File: src/hdl/vdec_consts.vh
// Constants for the video decoder gain and mode control block
`ifndef VDEC_CONSTS_VH
`define VDEC_CONSTS_VH
// ****************************************
// Register sub-addresses
// ****************************************
`define SUB_PICTURE_OUTPUT 8'h01
`define SUB_CONTROL_ONE    8'h03
`define SUB_CONTROL_TWO    8'h04
`define SUB_INPUT_GAIN     8'h05
// ****************************************
// Reset values
// ****************************************
`define RST_PICTURE_OUTPUT 8'h00
`define RST_CONTROL_ONE    8'h00
`define RST_CONTROL_TWO    8'h00
`define RST_INPUT_GAIN     8'h15
// ****************************************
// Field positions
// ****************************************
`define F1_SPLIT_SEL       0
`define F1_CORING_LO       3
`define F1_CORING_HI       4
`define F1_TRANS_SPEED     5
`define F2_AGC_EN          0
`define F2_ACC_EN          1
`define FO_SIZE_LO         0
`define FO_SIZE_HI         2
// ****************************************
// Output size codes
// ****************************************
`define SIZE_QVGA          3'h0
`define SIZE_VGA           3'h1
`define SIZE_CIF           3'h2
`define SIZE_QCIF          3'h3
`define SIZE_RQVGA         3'h4
`define SIZE_RCIF          3'h5
`define SIZE_601           3'h6
// ****************************************
// Gain loop and levels
// ****************************************
`define GAIN_MAX           7'h78
`define SYNC_SLICE         10'h080
`define SYNC_TARGET_NTSC   10'h0B6
`define SYNC_TARGET_PAL    10'h0C0
`define PEAK_LIMIT         10'h3F0
`define BURST_TARGET_NTSC  10'h0B6
`define BURST_TARGET_PAL   10'h0C0
`define ACC_UNITY          8'h10
`define ACC_GAIN_MAX       8'hA0
`define BLACK_CODE         11'h010
`define SLOW_LINES         4'h8
`define FAST_LINES         4'h2
`define EDGE_DROP_PIXELS   16
// ****************************************
// Timing (ns) and clock rate (MHz)
// ****************************************
`define CLK_MHZ            125
`define SYNC_MIN_NS        2000
`define BURST_START_NS     600
`define BURST_END_NS       3000
`define PEDESTAL_NS        4000
`endif

File: src/hdl/pin_sync.v
// Three-stage pin synchroniser with agreement filter
module pin_sync
#(
  parameter [0:0] RST_VAL = 1'b1   // Idle level of the pin
)
(
  input  wire ref_clk,   // System clock
  input  wire reset_n,   // Asynchronous reset, active low
  input  wire pin_i,     // Raw pin level
  output reg  level_q    // Filtered level
);

  reg s1_q;
  reg s2_q;
  reg s3_q;

  // First stage feeds only the second; change taken once stages two and three agree
  always @(posedge ref_clk or negedge reset_n)
  begin
    if (!reset_n)
    begin
      s1_q    <= RST_VAL;
      s2_q    <= RST_VAL;
      s3_q    <= RST_VAL;
      level_q <= RST_VAL;
    end
    else
    begin
      s1_q <= pin_i;
      s2_q <= s1_q;
      s3_q <= s2_q;
      if (s2_q == s3_q)
        level_q <= s3_q;
    end
  end

endmodule

File: src/hdl/vdec_gain_mode_ctrl.v
// Gain loop, chroma level control and picture mode control with serial host port
`include "vdec_consts.vh"

module vdec_gain_mode_ctrl
#(
  parameter [6:0] HOST_PORT_ADDR = 7'h21   // Arbitrary value
)
(
  input  wire        ref_clk,          // 125 MHz system clock
  input  wire        reset_n,          // Asynchronous reset, active low
  input  wire        scl_i,            // Serial clock pin level
  input  wire        sda_i,            // Serial data pin level
  output wire        sda_o,            // Serial data drive value
  output wire        sda_oe,           // Serial data output enable
  input  wire [9:0]  adc_sample,       // Digitized composite sample
  input  wire        pal_input,        // Input colour system is PAL
  output reg  [6:0]  pga_gain,         // Amplifier gain, 0.1 dB per code
  output reg         clk_sel_245,      // 1 selects 24.5454 MHz, 0 selects 27 MHz
  output reg  [2:0]  output_size,      // Output size select code
  output reg         crop_edges,       // Drop edge pixels on each side
  output reg         line_rate_double, // Output lines at twice input rate
  output reg         luma_2d,          // Two-dimensional luma separation
  output reg         chroma_2d,        // Two-dimensional chroma separation
  output reg         pal_line_phase_averaging, // Line chroma phase averaging
  output reg         hsync_detect,     // One-cycle pulse at recovered sync end
  output reg  [7:0]  video_out,        // Pedestal-clamped luma, 8-bit scale
  output reg  [7:0]  chroma_gain,      // Chroma level gain, unity 0x10
  output reg         agc_active,       // Gain loop running
  output reg         acc_active        // Chroma level control running
);

  // ****************************************
  // Timing counts
  // ****************************************
  localparam integer SYNC_MIN_CYC  = (`SYNC_MIN_NS * `CLK_MHZ + 999) / 1000;
  localparam integer BURST_ST_CYC  = (`BURST_START_NS * `CLK_MHZ + 999) / 1000;
  localparam integer BURST_END_CYC = (`BURST_END_NS * `CLK_MHZ) / 1000;
  localparam integer PED_CYC       = (`PEDESTAL_NS * `CLK_MHZ + 999) / 1000;
  // Register-wide reset value; only the seven gain bits are stored
  localparam [7:0]   GAIN_RST      = `RST_INPUT_GAIN;

  // ****************************************
  // Host port states
  // ****************************************
  localparam [3:0] ST_IDLE  = 4'h0;
  localparam [3:0] ST_ADDR  = 4'h1;
  localparam [3:0] ST_AACK  = 4'h2;
  localparam [3:0] ST_SUB   = 4'h3;
  localparam [3:0] ST_SACK  = 4'h4;
  localparam [3:0] ST_WDATA = 4'h5;
  localparam [3:0] ST_WACK  = 4'h6;
  localparam [3:0] ST_RDATA = 4'h7;
  localparam [3:0] ST_RACK  = 4'h8;

  wire scl_s;
  wire sda_s;
  reg  scl_p_q;
  reg  sda_p_q;
  reg  [3:0] state_q;
  reg  [3:0] bit_cnt_q;
  reg  [7:0] shift_q;
  reg  [7:0] sub_q;
  reg  [7:0] tx_q;
  reg        read_q;
  reg        drive_q;
  reg  [7:0] picture_output_q;
  reg  [7:0] control_one_q;
  reg  [7:0] control_two_q;
  reg  [6:0] host_gain_q;
  reg  [6:0] loop_gain_q;
  reg  [7:0] rd_data;

  pin_sync #(.RST_VAL (1'b1)) u_scl_sync
  (
    .ref_clk (ref_clk),
    .reset_n (reset_n),
    .pin_i   (scl_i),
    .level_q (scl_s)
  );

  pin_sync #(.RST_VAL (1'b1)) u_sda_sync
  (
    .ref_clk (ref_clk),
    .reset_n (reset_n),
    .pin_i   (sda_i),
    .level_q (sda_s)
  );

  // Open-drain: only ever pull low
  assign sda_o  = 1'b0;
  assign sda_oe = drive_q;

  wire scl_rise = scl_s & ~scl_p_q;
  wire scl_fall = ~scl_s & scl_p_q;
  wire bus_start = scl_s & scl_p_q & sda_p_q & ~sda_s;
  wire bus_stop  = scl_s & scl_p_q & ~sda_p_q & sda_s;

  wire agc_en  = control_two_q[`F2_AGC_EN];
  wire acc_en  = control_two_q[`F2_ACC_EN];
  wire split   = control_one_q[`F1_SPLIT_SEL];
  wire [2:0] size_sel = picture_output_q[`FO_SIZE_HI:`FO_SIZE_LO];

  // ****************************************
  // Register read mux
  // ****************************************
  // Unmapped sub-addresses read as zero
  always @*
  begin
    case (sub_q)
      `SUB_PICTURE_OUTPUT: rd_data = picture_output_q;
      `SUB_CONTROL_ONE:    rd_data = control_one_q;
      `SUB_CONTROL_TWO:    rd_data = control_two_q;
      `SUB_INPUT_GAIN:     rd_data = {1'b0, (agc_en ? loop_gain_q : host_gain_q)};
      default:             rd_data = 8'h00;
    endcase
  end

  // ****************************************
  // Serial host port slave
  // ****************************************
  // Sub-address auto-increments after each data byte in either direction
  always @(posedge ref_clk or negedge reset_n)
  begin
    if (!reset_n)
    begin
      scl_p_q          <= 1'b1;
      sda_p_q          <= 1'b1;
      state_q          <= ST_IDLE;
      bit_cnt_q        <= 4'h0;
      shift_q          <= 8'h00;
      sub_q            <= 8'h00;
      tx_q             <= 8'h00;
      read_q           <= 1'b0;
      drive_q          <= 1'b0;
      picture_output_q <= `RST_PICTURE_OUTPUT;
      control_one_q    <= `RST_CONTROL_ONE;
      control_two_q    <= `RST_CONTROL_TWO;
      host_gain_q      <= GAIN_RST[6:0];
    end
    else
    begin
      scl_p_q <= scl_s;
      sda_p_q <= sda_s;
      if (bus_start)
      begin
        state_q   <= ST_ADDR;
        bit_cnt_q <= 4'h0;
        drive_q   <= 1'b0;
      end
      else if (bus_stop)
      begin
        state_q <= ST_IDLE;
        drive_q <= 1'b0;
      end
      else
      begin
        case (state_q)
          ST_ADDR, ST_SUB, ST_WDATA:
          begin
            if (scl_rise)
            begin
              shift_q   <= {shift_q[6:0], sda_s};
              bit_cnt_q <= bit_cnt_q + 4'h1;
            end
            else if (scl_fall && bit_cnt_q == 4'h8)
            begin
              bit_cnt_q <= 4'h0;
              if (state_q == ST_ADDR)
              begin
                if (shift_q[7:1] == HOST_PORT_ADDR)
                begin
                  read_q  <= shift_q[0];
                  drive_q <= 1'b1;
                  state_q <= ST_AACK;
                end
                else
                  state_q <= ST_IDLE;
              end
              else if (state_q == ST_SUB)
              begin
                sub_q   <= shift_q;
                drive_q <= 1'b1;
                state_q <= ST_SACK;
              end
              else
              begin
                // Reserved bits of picture output and control one are stored as zero; control two keeps all eight bits
                case (sub_q)
                  `SUB_PICTURE_OUTPUT: picture_output_q <= {5'h00, shift_q[2:0]};
                  `SUB_CONTROL_ONE:    control_one_q <= {1'b0, shift_q[6:0]};
                  `SUB_CONTROL_TWO:    control_two_q <= shift_q;
                  `SUB_INPUT_GAIN:     host_gain_q <= shift_q[6:0];
                  default:             control_two_q <= control_two_q;
                endcase
                sub_q   <= sub_q + 8'h01;
                drive_q <= 1'b1;
                state_q <= ST_WACK;
              end
            end
          end
          ST_AACK, ST_SACK, ST_WACK:
          begin
            if (scl_fall)
            begin
              if (state_q == ST_AACK && read_q)
              begin
                tx_q    <= {rd_data[6:0], 1'b0};
                drive_q <= ~rd_data[7];
                state_q <= ST_RDATA;
              end
              else
              begin
                drive_q <= 1'b0;
                state_q <= (state_q == ST_AACK) ? ST_SUB : ST_WDATA;
              end
            end
          end
          ST_RDATA:
          begin
            if (scl_rise)
              bit_cnt_q <= bit_cnt_q + 4'h1;
            else if (scl_fall)
            begin
              if (bit_cnt_q == 4'h8)
              begin
                bit_cnt_q <= 4'h0;
                drive_q   <= 1'b0;
                sub_q     <= sub_q + 8'h01;
                state_q   <= ST_RACK;
              end
              else
              begin
                drive_q <= ~tx_q[7];
                tx_q    <= {tx_q[6:0], 1'b0};
              end
            end
          end
          ST_RACK:
          begin
            // A not-acknowledge from the master ends the read
            if (scl_rise && sda_s)
              state_q <= ST_IDLE;
            else if (scl_fall)
            begin
              tx_q    <= {rd_data[6:0], 1'b0};
              drive_q <= ~rd_data[7];
              state_q <= ST_RDATA;
            end
          end
          default:
          begin
            drive_q <= 1'b0;
          end
        endcase
      end
    end
  end

  // ****************************************
  // Sync recovery from samples
  // ****************************************
  // Samples arrive on the fixed ref_clk; nothing here locks to the video
  reg  [11:0] low_cnt_q;
  reg  [11:0] post_cnt_q;
  reg         in_sync_q;
  reg  [9:0]  tip_q;
  reg  [9:0]  pedestal_q;
  reg  [9:0]  sync_height_q;
  reg  [9:0]  burst_max_q;
  reg  [9:0]  burst_min_q;
  reg  [9:0]  burst_amp_q;
  reg  [9:0]  line_peak_q;
  reg         line_done_q;
  wire        below = adc_sample < `SYNC_SLICE;

  // Width qualification rejects short noise dips below the slice level
  always @(posedge ref_clk or negedge reset_n)
  begin
    if (!reset_n)
    begin
      low_cnt_q     <= 12'h000;
      post_cnt_q    <= 12'hFFF;
      in_sync_q     <= 1'b0;
      tip_q         <= 10'h3FF;
      pedestal_q    <= 10'h000;
      sync_height_q <= 10'h000;
      burst_max_q   <= 10'h000;
      burst_min_q   <= 10'h3FF;
      burst_amp_q   <= 10'h000;
      line_peak_q   <= 10'h000;
      line_done_q   <= 1'b0;
      hsync_detect  <= 1'b0;
    end
    else
    begin
      hsync_detect <= 1'b0;
      line_done_q  <= 1'b0;
      if (below)
      begin
        low_cnt_q <= (low_cnt_q == 12'hFFF) ? low_cnt_q : low_cnt_q + 12'h001;
        if (low_cnt_q == SYNC_MIN_CYC)
        begin
          in_sync_q <= 1'b1;
          tip_q     <= adc_sample;
        end
        else if (in_sync_q && adc_sample < tip_q)
          tip_q <= adc_sample;
      end
      else
      begin
        low_cnt_q <= 12'h000;
        if (in_sync_q)
        begin
          in_sync_q    <= 1'b0;
          hsync_detect <= 1'b1;
          post_cnt_q   <= 12'h000;
          burst_max_q  <= 10'h000;
          burst_min_q  <= 10'h3FF;
        end
        else if (post_cnt_q != 12'hFFF)
          post_cnt_q <= post_cnt_q + 12'h001;
      end
      if (post_cnt_q >= BURST_ST_CYC && post_cnt_q <= BURST_END_CYC)
      begin
        if (adc_sample > burst_max_q)
          burst_max_q <= adc_sample;
        if (adc_sample < burst_min_q)
          burst_min_q <= adc_sample;
      end
      if (post_cnt_q == PED_CYC)
      begin
        pedestal_q    <= adc_sample;
        sync_height_q <= (adc_sample > tip_q) ? adc_sample - tip_q : 10'h000;
        burst_amp_q   <= (burst_max_q > burst_min_q) ? burst_max_q - burst_min_q : 10'h000;
        line_done_q   <= 1'b1;
      end
      // Peak tracked over the active line, restarted each line
      if (line_done_q)
        line_peak_q <= 10'h000;
      else if (adc_sample > line_peak_q)
        line_peak_q <= adc_sample;
    end
  end

  // ****************************************
  // Gain loop
  // ****************************************
  reg  [3:0]  line_cnt_q;
  wire [9:0]  sync_target = pal_input ? `SYNC_TARGET_PAL : `SYNC_TARGET_NTSC;
  wire [9:0]  err_mag = (sync_height_q > sync_target) ? sync_height_q - sync_target
                                                      : sync_target - sync_height_q;
  wire [3:0]  interval = control_one_q[`F1_TRANS_SPEED] ? `FAST_LINES : `SLOW_LINES;
  reg  [9:0]  core_band;
  reg         core_off;

  // Dead band from the coring field
  always @*
  begin
    core_off = 1'b0;
    case (control_one_q[`F1_CORING_HI:`F1_CORING_LO])
      2'h0:    core_band = 10'h002;
      2'h1:    core_band = 10'h003;
      2'h2:    core_band = 10'h004;
      default:
      begin
        core_band = 10'h000;
        core_off  = 1'b1;
      end
    endcase
  end

  // Peak overload cuts gain at once; sync-based correction paces at the interval
  always @(posedge ref_clk or negedge reset_n)
  begin
    if (!reset_n)
    begin
      loop_gain_q <= GAIN_RST[6:0];
      line_cnt_q  <= 4'h0;
    end
    else if (!agc_en)
    begin
      loop_gain_q <= host_gain_q;
      line_cnt_q  <= 4'h0;
    end
    else if (line_done_q)
    begin
      if (line_peak_q >= `PEAK_LIMIT)
      begin
        if (loop_gain_q != 7'h00)
          loop_gain_q <= loop_gain_q - 7'h01;
        line_cnt_q <= 4'h0;
      end
      else if (line_cnt_q + 4'h1 >= interval)
      begin
        line_cnt_q <= 4'h0;
        if (core_off || err_mag > core_band)
        begin
          if (sync_height_q > sync_target && loop_gain_q != 7'h00)
            loop_gain_q <= loop_gain_q - 7'h01;
          else if (sync_height_q < sync_target && loop_gain_q < `GAIN_MAX)
            loop_gain_q <= loop_gain_q + 7'h01;
        end
      end
      else
        line_cnt_q <= line_cnt_q + 4'h1;
    end
  end

  // ****************************************
  // Chroma level control
  // ****************************************
  // Saturation stage downstream multiplies the normalized chroma separately
  wire [9:0]  burst_target = pal_input ? `BURST_TARGET_PAL : `BURST_TARGET_NTSC;
  wire [17:0] burst_scaled = {8'h00, burst_amp_q} * {10'h000, chroma_gain};
  wire [9:0]  burst_out = burst_scaled[13:4];
  wire        burst_ovf = |burst_scaled[17:14];

  always @(posedge ref_clk or negedge reset_n)
  begin
    if (!reset_n)
      chroma_gain <= `ACC_UNITY;
    else if (!acc_en)
      chroma_gain <= `ACC_UNITY;
    else if (line_done_q && burst_amp_q != 10'h000)
    begin
      if (burst_ovf || burst_out > burst_target)
      begin
        if (chroma_gain != 8'h01)
          chroma_gain <= chroma_gain - 8'h01;
      end
      else if (burst_out < burst_target && chroma_gain < `ACC_GAIN_MAX)
        chroma_gain <= chroma_gain + 8'h01;
    end
  end

  // ****************************************
  // Pedestal clamp and mode outputs
  // ****************************************
  // Offset removal in samples keeps black at the same code for either sync level
  wire signed [10:0] ped_diff = $signed({1'b0, adc_sample}) - $signed({1'b0, pedestal_q});
  wire signed [10:0] ped_lvl  = (ped_diff >>> 2) + $signed(`BLACK_CODE);

  always @(posedge ref_clk or negedge reset_n)
  begin
    if (!reset_n)
    begin
      video_out                <= 8'h00;
      pga_gain                 <= GAIN_RST[6:0];
      clk_sel_245              <= 1'b1;
      output_size              <= `SIZE_QVGA;
      crop_edges               <= 1'b0;
      line_rate_double         <= 1'b0;
      luma_2d                  <= 1'b0;
      chroma_2d                <= 1'b0;
      pal_line_phase_averaging <= 1'b0;
      agc_active               <= 1'b0;
      acc_active               <= 1'b0;
    end
    else
    begin
      if (ped_lvl < 11'sd0)
        video_out <= 8'h00;
      else if (ped_lvl > 11'sd255)
        video_out <= 8'hFF;
      else
        video_out <= ped_lvl[7:0];
      pga_gain    <= agc_en ? loop_gain_q : host_gain_q;
      agc_active  <= agc_en;
      acc_active  <= acc_en;
      output_size <= size_sel;
      clk_sel_245 <= (size_sel == `SIZE_VGA) || (size_sel == `SIZE_QVGA) ||
                     (size_sel == `SIZE_RQVGA) || (size_sel == `SIZE_RCIF);
      crop_edges  <= (size_sel == `SIZE_RCIF);
      line_rate_double <= (size_sel == `SIZE_CIF) && !pal_input;
      luma_2d     <= !pal_input && split &&
                     ((size_sel == `SIZE_VGA) || (size_sel == `SIZE_601));
      chroma_2d   <= !pal_input && split && (size_sel != `SIZE_CIF);
      pal_line_phase_averaging <= pal_input && split && (size_sel != `SIZE_VGA);
    end
  end

endmodule

File: config.mk
export PLATFORM = sky130hd
export DESIGN_NAME = vdec_gain_mode_ctrl
export DESIGN_NICKNAME = d
export VERILOG_FILES = /design/src/hdl/pin_sync.v /design/src/hdl/vdec_gain_mode_ctrl.v
export VERILOG_INCLUDE_DIRS = /design/src /design/src/hdl
export SDC_FILE = /design/constraint.sdc
export NUM_CORES = 1
export LEC_CHECK = 0
export BUFFER_PORTS_ARGS = -buffer_cell sky130_fd_sc_hd__clkbuf_2
export CAP_MARGIN = 20
export CORE_ASPECT_RATIO = 0.5
export CORE_UTILIZATION = 42
export CTS_CLUSTER_SIZE = 30
export DETAILED_ROUTE_END_ITERATION = 8
export PLACE_DENSITY_LB_ADDON = 0.15
export SETUP_SLACK_MARGIN = 0.3
export SLEW_MARGIN = 40
export SYNTH_ARGS = -nofsm -noshare
export SYNTH_HDL_FRONTEND = slang
export SYNTH_HIERARCHICAL = 1
export SYNTH_SLANG_ARGS = --single-unit
File: constraint.sdc
create_clock -name ref_clk -period 18.9 [get_ports ref_clk]
set_input_delay 1.89 -clock ref_clk [delete_from_list [all_inputs] [get_ports ref_clk]]
set_output_delay 1.89 -clock ref_clk [all_outputs]
set_load 0.03 [all_outputs]
### Yosys cells after proc, flatten, opt, wreduce, memory -nomap -nowiden

Index checks and enable logic that the tools add are counted.

| storage, ports and cells | value |
|---|---|
| bits in registers | 211 |
| latch bits | 0 |
| bits in writable memories | 0 |
| ROM bits | 0 |
| input port bits | 15 |
| output and inout port bits | 37 |
| logic and storage cells | 322 |
| memories kept | 0 |

| cells by class | value |
|---|---|
| add/subtract/negate cells | 15 |
| multipliers | 1 |
| divide/modulo/power cells | 0 |
| magnitude comparators | 20 |
| equality and inequality tests | 65 |
| shifts and indexed selects | 0 |
| muxes and demuxes | 103 |
| bitwise operators | 19 |
| reduce and logical (&&, ||, !) cells | 52 |

Operator list:

| kind | number |
|---|---|
| $mux 8 | 21 |
| $mux 10 | 15 |
| $mux 4 | 23 |
| $mux 7 | 10 |
| $gt 10x10->1 | 6 |
| $mux 12 | 4 |
| $reduce_and 8->1 | 6 |
| $ne 4x4->1 const B | 11 |
| $sub 10x10->10 | 4 |
| $pmux 8 s4 | 1 |
| $lt 10x10->1 | 3 |
| $ne 2x2->1 const B | 13 |
| $add 12x1->12 const B | 2 |
| $pmux 8 s3 | 1 |
| $mux 1 | 19 |
| $mul 10x8->18 | 1 |
| $add 8x1->8 const B | 2 |
| $eq 4x3->1 const B | 4 |
| $eq 8x3->1 const B | 2 |
| $pmux 4 s4 | 1 |
| $pmux 8 s2 | 1 |
| $logic_and 1x1->1 | 15 |
| $eq 12x12->1 const B | 1 |
| $eq 12x8->1 const B | 1 |
| 62 further kinds | 108 |

### Logic depth before layout (Yosys ltp)

Gate-level depths: netlist of run 1.

| depth | value |
|---|---|
| word-level depth | 10 |
| mapped depth | 25 |
| mapped depth without buffers | 23 |

### Modules after synthesis

Netlist of run 1, hierarchy kept.

Modules (own cells, without submodules):

| module | times used | cells each | area an instance (µm²) | seq. area each (µm²) |
|---|---|---|---|---|
| vdec_gain_mode_ctrl | 1 | 1,721 | 15,446.1 | 5,111.2 |
| pin_sync | 2 | 5 | 116.4 | 105.1 |

### Worst setup path after synthesis of run 1

Ideal clock, no wire load.

| timing | value |
|---|---|
| path type | register -> register |
| start | reg chroma_gain[7] |
| end | reg chroma_gain[7] |
| setup time | 0.079 ns |
| arrival time | 5.987 ns |
| data required time | 18.821 ns |
| slack | 12.833 ns |
| stages on the path, launching flop included | 24 |
| buffers on the path | 1 |
| period minus slack after synthesis | 6.067 ns |
| path through | dfrtp_1 clkbuf_1 nand2_1 fa_1 fa_1 inv_1 fa_1 inv_1 fa_1 inv_1 ha_1 o21a_1 o31ai_1 nand2b_1 a21oi_1 xnor2_1 ha_1 nor2b_1 a41o_1 a211oi_1 a311oi_1 or3_2 a22oi_1 mux2i_1 |

| between the ends | value |
|---|---|
| longest elaborated chain between the ends | 6 |
| elaborated cells between the ends (all ways) | 18 |
| those cells by class | add/sub: 2; mul: 1; order compare: 3; eq/ne: 3; mux: 5; reduce/logical: 4 |

Ends and longest elaborated chain:

| what | RTL line | RTL |
|---|---|---|
| from (decl) | vdec_gain_mode_ctrl.v:27 | `output reg [7:0] chroma_gain,` |
| from (signal assigned) | vdec_gain_mode_ctrl.v:421 | `` chroma_gain <= `ACC_UNITY; `` |
| from (signal assigned) | vdec_gain_mode_ctrl.v:423 | `` chroma_gain <= `ACC_UNITY; `` |
| from (signal assigned) | vdec_gain_mode_ctrl.v:429 | `chroma_gain <= chroma_gain - 8'h01;` |
| $mul 10x8->18 | vdec_gain_mode_ctrl.v:414 | `wire [17:0] burst_scaled = {8'h00, burst_amp_q} * {10'h000, chroma_gain};` |
| $gt 10x8->1 / $reduce_or 4->1 (equally long branches) | vdec_gain_mode_ctrl.v:426, vdec_gain_mode_ctrl.v:416 |  |
| $logic_or 1x1->1 | vdec_gain_mode_ctrl.v:426 | `if (burst_ovf \|\| burst_out > burst_target)` |
| $mux 8 | vdec_gain_mode_ctrl.v:426 |  |
| $mux 8 | vdec_gain_mode_ctrl.v:424 | `else if (line_done_q && burst_amp_q != 10'h000)` |
| $mux 8 | vdec_gain_mode_ctrl.v:422 | `else if (!acc_en)` |

Several ways; a longest one is shown, not always the timed one. The select of a mux whose other input is x is not followed.
A chain may end at the register's enable or synchronous reset.

### Final worst setup path of run 1

| timing | value |
|---|---|
| start | reg chroma_gain[3] |
| end | reg chroma_gain[4] |

Same word-level chain as after synthesis.

==> implementation parameters, run 1 <==
Parameter                              Value

Timing
  Number of pins with negative max-slew slack in the final report    0
  Fmax    155 MHz
  Post-layout minimum cycle time    6460 ps
  Final-layout worst hold slack    361 ps
  Final setup violating endpoints    0
  Final total negative setup slack    0 ps
  Unrepaired setup endpoints after global routing    no
  Slew @ Worst Pin    828 ps
  Worst slew margin relative to its limit    44.0%
  Period utilisation layout    34.2%
  Maximum clock skew at final layout    9.99 ps
  Hold violation count in the final report    0

Layout
  Synth-to-layout area growth    9.16%
  Share of post-route cells with drive strength above 1    12.2%
  Top flop regs    low_cnt_q (12), post_cnt_q (12)
  N_diodes    0
  Net count of the finished layout    1953
  Leading cell type in the layout, fill and taps excluded    inv_1
  Commonest non-fill, non-tap cells in the layout    inv_1, dfrtp_1, nand2_1, ha_1, o21ai_0

Floorplan
  Die area    38200 sq um
  Die Ht    139 microns
  Overall die width    275 microns
  # IOs    52
  Core area    36400 sq um
  Num rows    49
  Initial core utilization    43.1%

Logic synthesis
  Total nets after synthesis    1932
  Count of different cell masters after synthesis    93
  Proportion of register bits with asynchronous set or reset after synthesis    100%
  Basic-gate share of the synthesized area counting and, or, nand and nor cells    18.7%
  Xor/xnor cell area share of the yosys netlist    2.74%
  #FFs+latches synth    210
  Fraction of the mapped netlist area in compound gates    17.8%
  Mapped cell area    15700 sq um
  Portion of netlist area occupied by mux cells    3.27%
  Number of enable-type register cells in the synthesized netlist    0
  Post-synthesis share of cell area spent on full adders, half adders and majority gates    17.5%
  Largest area contributor in the netlist    dfrtp_1
  Number of standard cells after synthesis    1731
  Sequential cell area fraction in the yosys report    33.9%
  Yosys top cell area share    25.1%
  Number of warnings printed during yosys synthesis    6
  Average cell area after synthesis    9.06 sq um
  Combinational family with the most area after synthesis    simple AND/OR/NAND/NOR gates
  Top flip-flop cell by instance count after synthesis    dfrtp_1
  Dominant cells by area after synthesis    dfrtp_1, ha_1, dfstp_2, fa_1, inv_1

Setup path
  Worst-path cell with the longest stage delay    dfrtp_1
  Destination of the worst register-to-register timing path    chroma_gain[4]
  Worst reg2reg path depth    20
  Required time at the worst-slack endpoint    19340 ps
  Beginning of the worst register-to-register path    chroma_gain[3]
  Cell family with the largest share of critical-path delay    adder cells
  Nature of the critical path endpoint    flop
  Max Fanout on Critical Path    17
  Element type at the critical path start    flop
  Maximum single-stage delay on the critical path    600 ps
  Critical path arrival    6890 ps
  Total buffers and inverters traversed by the critical path    2
  R2r setup slk    12440 ps
  Category of the most critical setup path    flop to flop
  Critical Path, Cell by Cell    and2_1 -> fa_1 -> fa_1 -> inv_1 -> fa_1 -> fa_1 -> inv_1 -> ha_1 -> o31ai_1 -> nand2b_1 -> a21oi_1 -> xnor2_1 -> ha_1 -> nor2b_1 -> a41o_1 -> a211oi_1 -> a311o_1 -> a21boi_1 -> o22ai_1 -> mux2_2
  Most used cell along the critical path    fa_1

Clock network
  Hold-fix buffer count after cts    0
  Root Driver    clkbuf_16
  Clock latency on the worst-skew pair    510 ps
  Post-cts sizing count    0
  Setup fix buffers added after clock tree synthesis    0
  CTS max path bufs    3
  CTS tree    yes
  Clock input transition at the sequential cells of the worst setup and hold paths    60 ps
  Level count of the clock H-tree    1
  Cts bufs inserted    21
  Num Clock Sinks    210

Worst hold path
  End point of the most critical hold path    u_sda_sync/s2_q
  Number of stages on the worst hold path    0
  Class of the tightest hold or removal check    flop to flop
  Startpoint of the worst hold path    u_sda_sync/s1_q

Global route
  Via count of the first global-routing pass    11900
  Tot GR Track Use    20.2%
  Initial antenna violation count    0
  First-pass GRT wire length    63.4 mm
  Remaining global-route overflow    0
  Largest net degree at the start of global routing    83

Route
  Total wire length    37.8 mm
  Detail Route Antenna Nets    0
  First drt pass iteration count    6
  Total via count after detailed routing    12300
  Iter 0 DRT Violations    782
  Residual DRC    0
  Avg Vias per Cell    5.46
  Wire per inst    16.8 microns

Job
  Maximum capacitance violations    0

Placement
  Last weighted congestion value of the routability-driven placer    0.873
  # port buffers    50
  Hpwl dp    27.6 mm

Pwr
  LEAKAGE    7.93 nW
  Areal power density over the cells    85.4 nW/um^2
  VDD IR-drop max    0.0000485 V

Status
  Run status    complete, no violations
==> per-stage QoR <==
stage	area, sq um	total power, W	cells	worst slack [ps]	utilization, %
floorplan	15700	0.000910	1731	12830	-
global placement	16400	0.00102	2213	12510	45.0
detailed placement	16400	0.00103	2213	12380	45.1
CTS	17100	0.00148	2250	12400	47.0
global route	17100	0.00157	2250	12020	47.1
finish	17100	0.00146	2250	12440	47.1
==> where the power goes <==
part           leakage [nW]  switching (W)  internal (W)
Combinational          5.00       0.000261      0.000181
Clock                 0.339       0.000179      0.000258
Sequential             2.59      0.0000611      0.000521
==> final cells by class <==
cell class              count  area [sq um]
clock inverters             6           108
clock buffers              31           593
repair buffers             59           335
multi-input cells        1275          9460
fillers                  3530         19200
flip-flops and latches    210          5320
inverters                 185           694
well taps                 484           606
==> worst max path at each step <==
| stage | startpoint | end | slack (ps) | depth (start not counted) |
|---|---|---|---|---|
| floorplan | chroma_gain[7] | chroma_gain[7] | 12830 | 23 |
| global placement | pal_input | loop_gain_q[6] | 12510 | 19 |
| detailed placement | chroma_gain[7] | chroma_gain[6] | 12380 | 22 |
| CTS | chroma_gain[7] | chroma_gain[6] | 12400 | 22 |
| global route | chroma_gain[7] | chroma_gain[4] | 12020 | 22 |
| finish | chroma_gain[3] | chroma_gain[4] | 12440 | 20 |
==> cell usage after synthesis (24+ instances only) <==
cell type / instances
ha_1: 134
nand2_1: 136
nand4_1: 29
or3_1: 24
clkbuf_1: 46
a21o_1: 32
xnor2_1: 32
nand3_1: 67
dfrtp_1: 157
nor3_1: 27
nand2b_1: 26
inv_1: 185
nor2_1: 86
o21ai_0: 128
dfstp_2: 53
mux2_2: 34
and2_1: 72
a21oi_1: 100
nor2b_1: 24
fa_1: 52
==> worst register-to-register path, cell delays in order (launching register included) <==
cell	delay [ps]
dfrtp_1	600
and2_1	270
fa_1	430
fa_1	560
inv_1	50
fa_1	460
fa_1	550
inv_1	40
ha_1	250
o31ai_1	510
nand2b_1	140
a21oi_1	200
xnor2_1	140
ha_1	270
nor2b_1	140
a41o_1	200
a211oi_1	410
a311o_1	410
a21boi_1	190
o22ai_1	220
mux2_2	350
==> per-layer routing <==
| layer | global-route usage, % | share of wire [%] |
|---|---|---|
| met2 | 30.4 | 42 |
| met1 | 31.5 | 53 |
| met5 | 0 | 0 |
| met4 | 3.02 | 1.2 |
| met3 | 2.29 | 3.2 |
==> cell families (layout without fill, tap and decap cells) <==
group	after synthesis	after routing
other	1	1
XOR/XNOR	49	49
AND/OR/NAND/NOR	557	557
adder cells (fa/ha/maj)	188	188
AO/OA/AOI/OAI	433	433
flip-flops	210	210
buffers and inverters	246	281
multiplexers	47	47
Note: power is estimated with default switching activity, not from simulation.
==> inputs of run 2 (changes only) <==
==> constraint.sdc (replaced) <==
create_clock -name ref_clk -period 5.35 [get_ports ref_clk]
set_input_delay 0.535 -clock ref_clk [delete_from_list [all_inputs] [get_ports ref_clk]]
set_output_delay 0.535 -clock ref_clk [all_outputs]
set_load 0.03 [all_outputs]
==> run 2 against run 1 <==
The run now ends with negative setup slack left. Final area rose by 5.7%. Cell count up 3.7%. Non-clock buffer count up 79. Utilization grew 2.7 points. Via count rose by 2.6%. Combinational power increased to 3.5 times the previous value. Global-route usage about the same. Clock-buffer cell count decreased by 2. Worst setup slack got worse by 13000 ps.
==> implementation parameters, run 2 (same netlist as run 1, synthesis figures left out) <==
Parameter                              Value

Status
  Run status    complete, but fails checks
  Violated checks    negative setup slack

Setup path
  Most used cell along the critical path    fa_1
  Beginning of the worst register-to-register path    chroma_gain[4]
  Worst reg2reg path depth    23 (+15%)
  Max Fanout on Critical Path    6 (-11)
  Element type at the critical path start    flop
  Critical path arrival    6090 ps (-800 ps)
  Critical Path, Cell by Cell    buf_12 -> nand2_4 -> fa_1 -> fa_1 -> inv_1 -> fa_1 -> inv_1 -> fa_1 -> inv_2 -> ha_4 -> o21a_4 -> o31ai_4 -> nand2b_1 -> a21oi_2 -> xnor2_1 -> ha_1 -> nor2b_1 -> a41o_1 -> a211oi_2 -> a311oi_4 -> or3_2 -> a22oi_2 -> mux2i_1
  Required time at the worst-slack endpoint    5790 ps (-13550 ps)
  R2r setup slk    -300 ps (-12740 ps)
  Worst-path cell with the longest stage delay    dfstp_2
  Category of the most critical setup path    flop to flop
  Destination of the worst register-to-register timing path    chroma_gain[7]
  Total buffers and inverters traversed by the critical path    4 (+2)
  Maximum single-stage delay on the critical path    560 ps (-40 ps)
  Cell family with the largest share of critical-path delay    adder cells
  Nature of the critical path endpoint    flop

Job
  Maximum capacitance violations    0 (unchanged)

Timing
  Worst slew margin relative to its limit    42.3% (-1.7 points)
  Final-layout worst hold slack    70.0 ps (-290 ps)
  Final setup violating endpoints    8 (+8)
  Slew @ Worst Pin    865 ps (+36.6 ps)
  Number of pins with negative max-slew slack in the final report    0 (unchanged)
  Period utilisation layout    106% (+71 points)
  Hold violation count in the final report    0 (unchanged)
  Post-route worst setup slack    -300 ps (-12740 ps)
  Final total negative setup slack    -2080 ps (-2080 ps)
  Unrepaired setup endpoints after global routing    yes
  Fmax    177 MHz (+14%)
  Post-layout minimum cycle time    5650 ps (-807 ps)
  Maximum clock skew at final layout    22.4 ps (+12.5 ps)

Placement
  # port buffers    50 (unchanged)
  Cell total after placement    2283 (+3.2%)
  Last weighted congestion value of the routability-driven placer    0.831 (-4.9%)
  Hpwl dp    28.1 mm (+1.8%)

Layout
  N_diodes    0 (unchanged)
  Net count of the finished layout    2034 (+4.1%)
  Share of post-route cells with drive strength above 1    18.5% (+6.4 points)
  Non-filler instance count after layout    2334 (+3.7%)
  Synth-to-layout area growth    15.4%
  Top flop regs    low_cnt_q (12), post_cnt_q (12)
  Fill cell instance count of the final layout    3498 (-0.91%)
  Leading cell type in the layout, fill and taps excluded    inv_1
  Commonest non-fill, non-tap cells in the layout    inv_1, dfrtp_1, nand2_1, ha_1, o21ai_0

Floorplan
  Die Ht    139 microns (unchanged)
  # IOs    52 (unchanged)
  Overall die width    275 microns (unchanged)
  Initial core utilization    43.1% (unchanged)
  Num rows    49 (unchanged)
  Core area    36400 sq um (unchanged)
  Die area    38200 sq um (unchanged)

Clock network
  Clock input transition at the sequential cells of the worst setup and hold paths    60 ps (about the same)
  Level count of the clock H-tree    1 (unchanged)
  Clock latency on the worst-skew pair    540 ps (+30 ps)
  Root Driver    clkbuf_16
  Num Clock Sinks    210 (unchanged)
  CTS max path bufs    3 (unchanged)
  CTS tree    yes
  Cts bufs inserted    23 (+9.5%)

Route
  Total wire length    37.6 mm (-0.32%)
  Iter 0 DRT Violations    812 (+3.8%)
  Met3 routed wirelength    1.31 mm (+7.1%)
  Residual DRC    0 (unchanged)
  Topmost layer with routed signal wires    met4
  Detailed-routing wirelength on met1    19.7 mm (-1.6%)
  First drt pass iteration count    7 (+1)
  Routed wire length on met2    16.1 mm (+0.19%)
  Detail Route Antenna Nets    0 (unchanged)
  Avg Vias per Cell    5.40 (-1.1%)
  Total via count after detailed routing    12600 (+2.6%)
  Wire per inst    16.1 microns (-3.9%)

Worst hold path
  End point of the most critical hold path    u_sda_sync/s1_q
  Number of stages on the worst hold path    1 (+1)
  Startpoint of the worst hold path    sda_i
  Class of the tightest hold or removal check    input port to flop

Global route
  First-pass GRT wire length    63.6 mm (+0.37%)
  Via count of the first global-routing pass    12200 (+2.0%)
  Remaining global-route overflow    0 (unchanged)
  Initial antenna violation count    1 (+1)
  Tot GR Track Use    20.2% (+0.023 points)
  Largest net degree at the start of global routing    84 (+1.2%)

Pwr
  Switching Fraction    33.7% (-0.61 points)
  Power spent charging and discharging nets    0.00182 W (+260%)
  Relative contribution of sequential cells to total power    38.1% (-1.8 points)
  LEAKAGE    8.41 nW (+6.0%)
  Logic pwr share    28.9% (-1.3 points)
  Areal power density over the cells    298 nW/um^2 (+250%)
  VDD IR-drop max    0.000224 V (+360%)
  Proportion of power drawn by the clock network    33.0% (+3.1 points)
  Cell Int Power    0.00358 W (+270%)
-- run 2: per-layer routing --
metal  global-route usage [%]  vias to the layer above
li1                         -                     6308
met5                        0                        -
met3                     2.55                       35
met1                     31.3                     6068
met4                     3.08                        0
met2                     30.5                      198
-- run 2: how the worst max path moves through the flow --
| stage | start | endpoint | slack (ps) | cells after the start |
|---|---|---|---|---|
| 2_1_floorplan | chroma_gain[4] | chroma_gain[6] | -240 | 23 |
| 3_3_place_gp | burst_amp_q[3] | chroma_gain[7] | -240 | 20 |
| 3_5_place_dp | burst_amp_q[3] | chroma_gain[7] | -340 | 22 |
| 4_1_cts | chroma_gain[4] | chroma_gain[3] | -270 | 23 |
| 5_1_grt | chroma_gain[4] | chroma_gain[7] | -560 | 23 |
| 6_report | chroma_gain[4] | chroma_gain[7] | -300 | 23 |
-- run 2: repair_timing --
action	CTS	global route
setup endpoints to repair	8	9
pin swaps	9	4
setup buffers	7	1
endpoints found under the hold margin	12	0
gates resized for setup	15	12
hold buffers	1	0
-- run 2: worst reg2reg max path, cell delays in order (launching register included) --
cell      delay (ps)
dfstp_2          560
buf_12           120
nand2_4           40
fa_1             460
fa_1             520
inv_1             50
fa_1             470
inv_1             50
fa_1             490
inv_2             50
ha_4             270
o21a_4           150
o31ai_4           70
nand2b_1         120
a21oi_2           70
xnor2_1          120
ha_1             310
nor2b_1          150
a41o_1           210
a211oi_2         330
a311oi_4         120
or3_2            490
a22oi_2          190
mux2i_1          200
-- run 2: power by group through the flow --
| stage | Combinational, W | Clock [W] | Sequential (W) |
|---|---|---|---|
| global placement | 0.00154 | 0 | 0.00208 |
| finish | 0.00156 | 0.00178 | 0.00206 |
| CTS | 0.00156 | 0.00184 | 0.00205 |
| floorplan | 0.00123 | 0 | 0.00198 |
| detailed placement | 0.00155 | 0 | 0.00208 |
| global route | 0.00181 | 0.00191 | 0.00209 |
-- run 2: stage by stage --
stage | total power [W] | cell area [sq um] | setup slack (ps) | utilization, %
2_1_floorplan | 0.00321 | 15800 | -243 | -
3_3_place_gp | 0.00362 | 17000 | -240 | 46.9
3_5_place_dp | 0.00364 | 17000 | -342 | 46.9
4_1_cts | 0.00545 | 18000 | -267 | 49.6
5_1_grt | 0.00580 | 18100 | -564 | 49.8
6_report | 0.00539 | 18100 | -300 | 49.8
-- run 2: area by class of cell --
| class | count | area (sq um) | area share, % |
|---|---|---|---|
| clock buffers | 29 | 638 | 3.53 |
| flip-flops and latches | 210 | 5330 | 29.5 |
| repair buffers | 138 | 947 | 5.23 |
| multi-input cells | 1275 | 9670 | 53.4 |
| well taps | 484 | 606 | 3.35 |
| inverters | 185 | 694 | 3.84 |
| clock inverters | 13 | 210 | 1.16 |
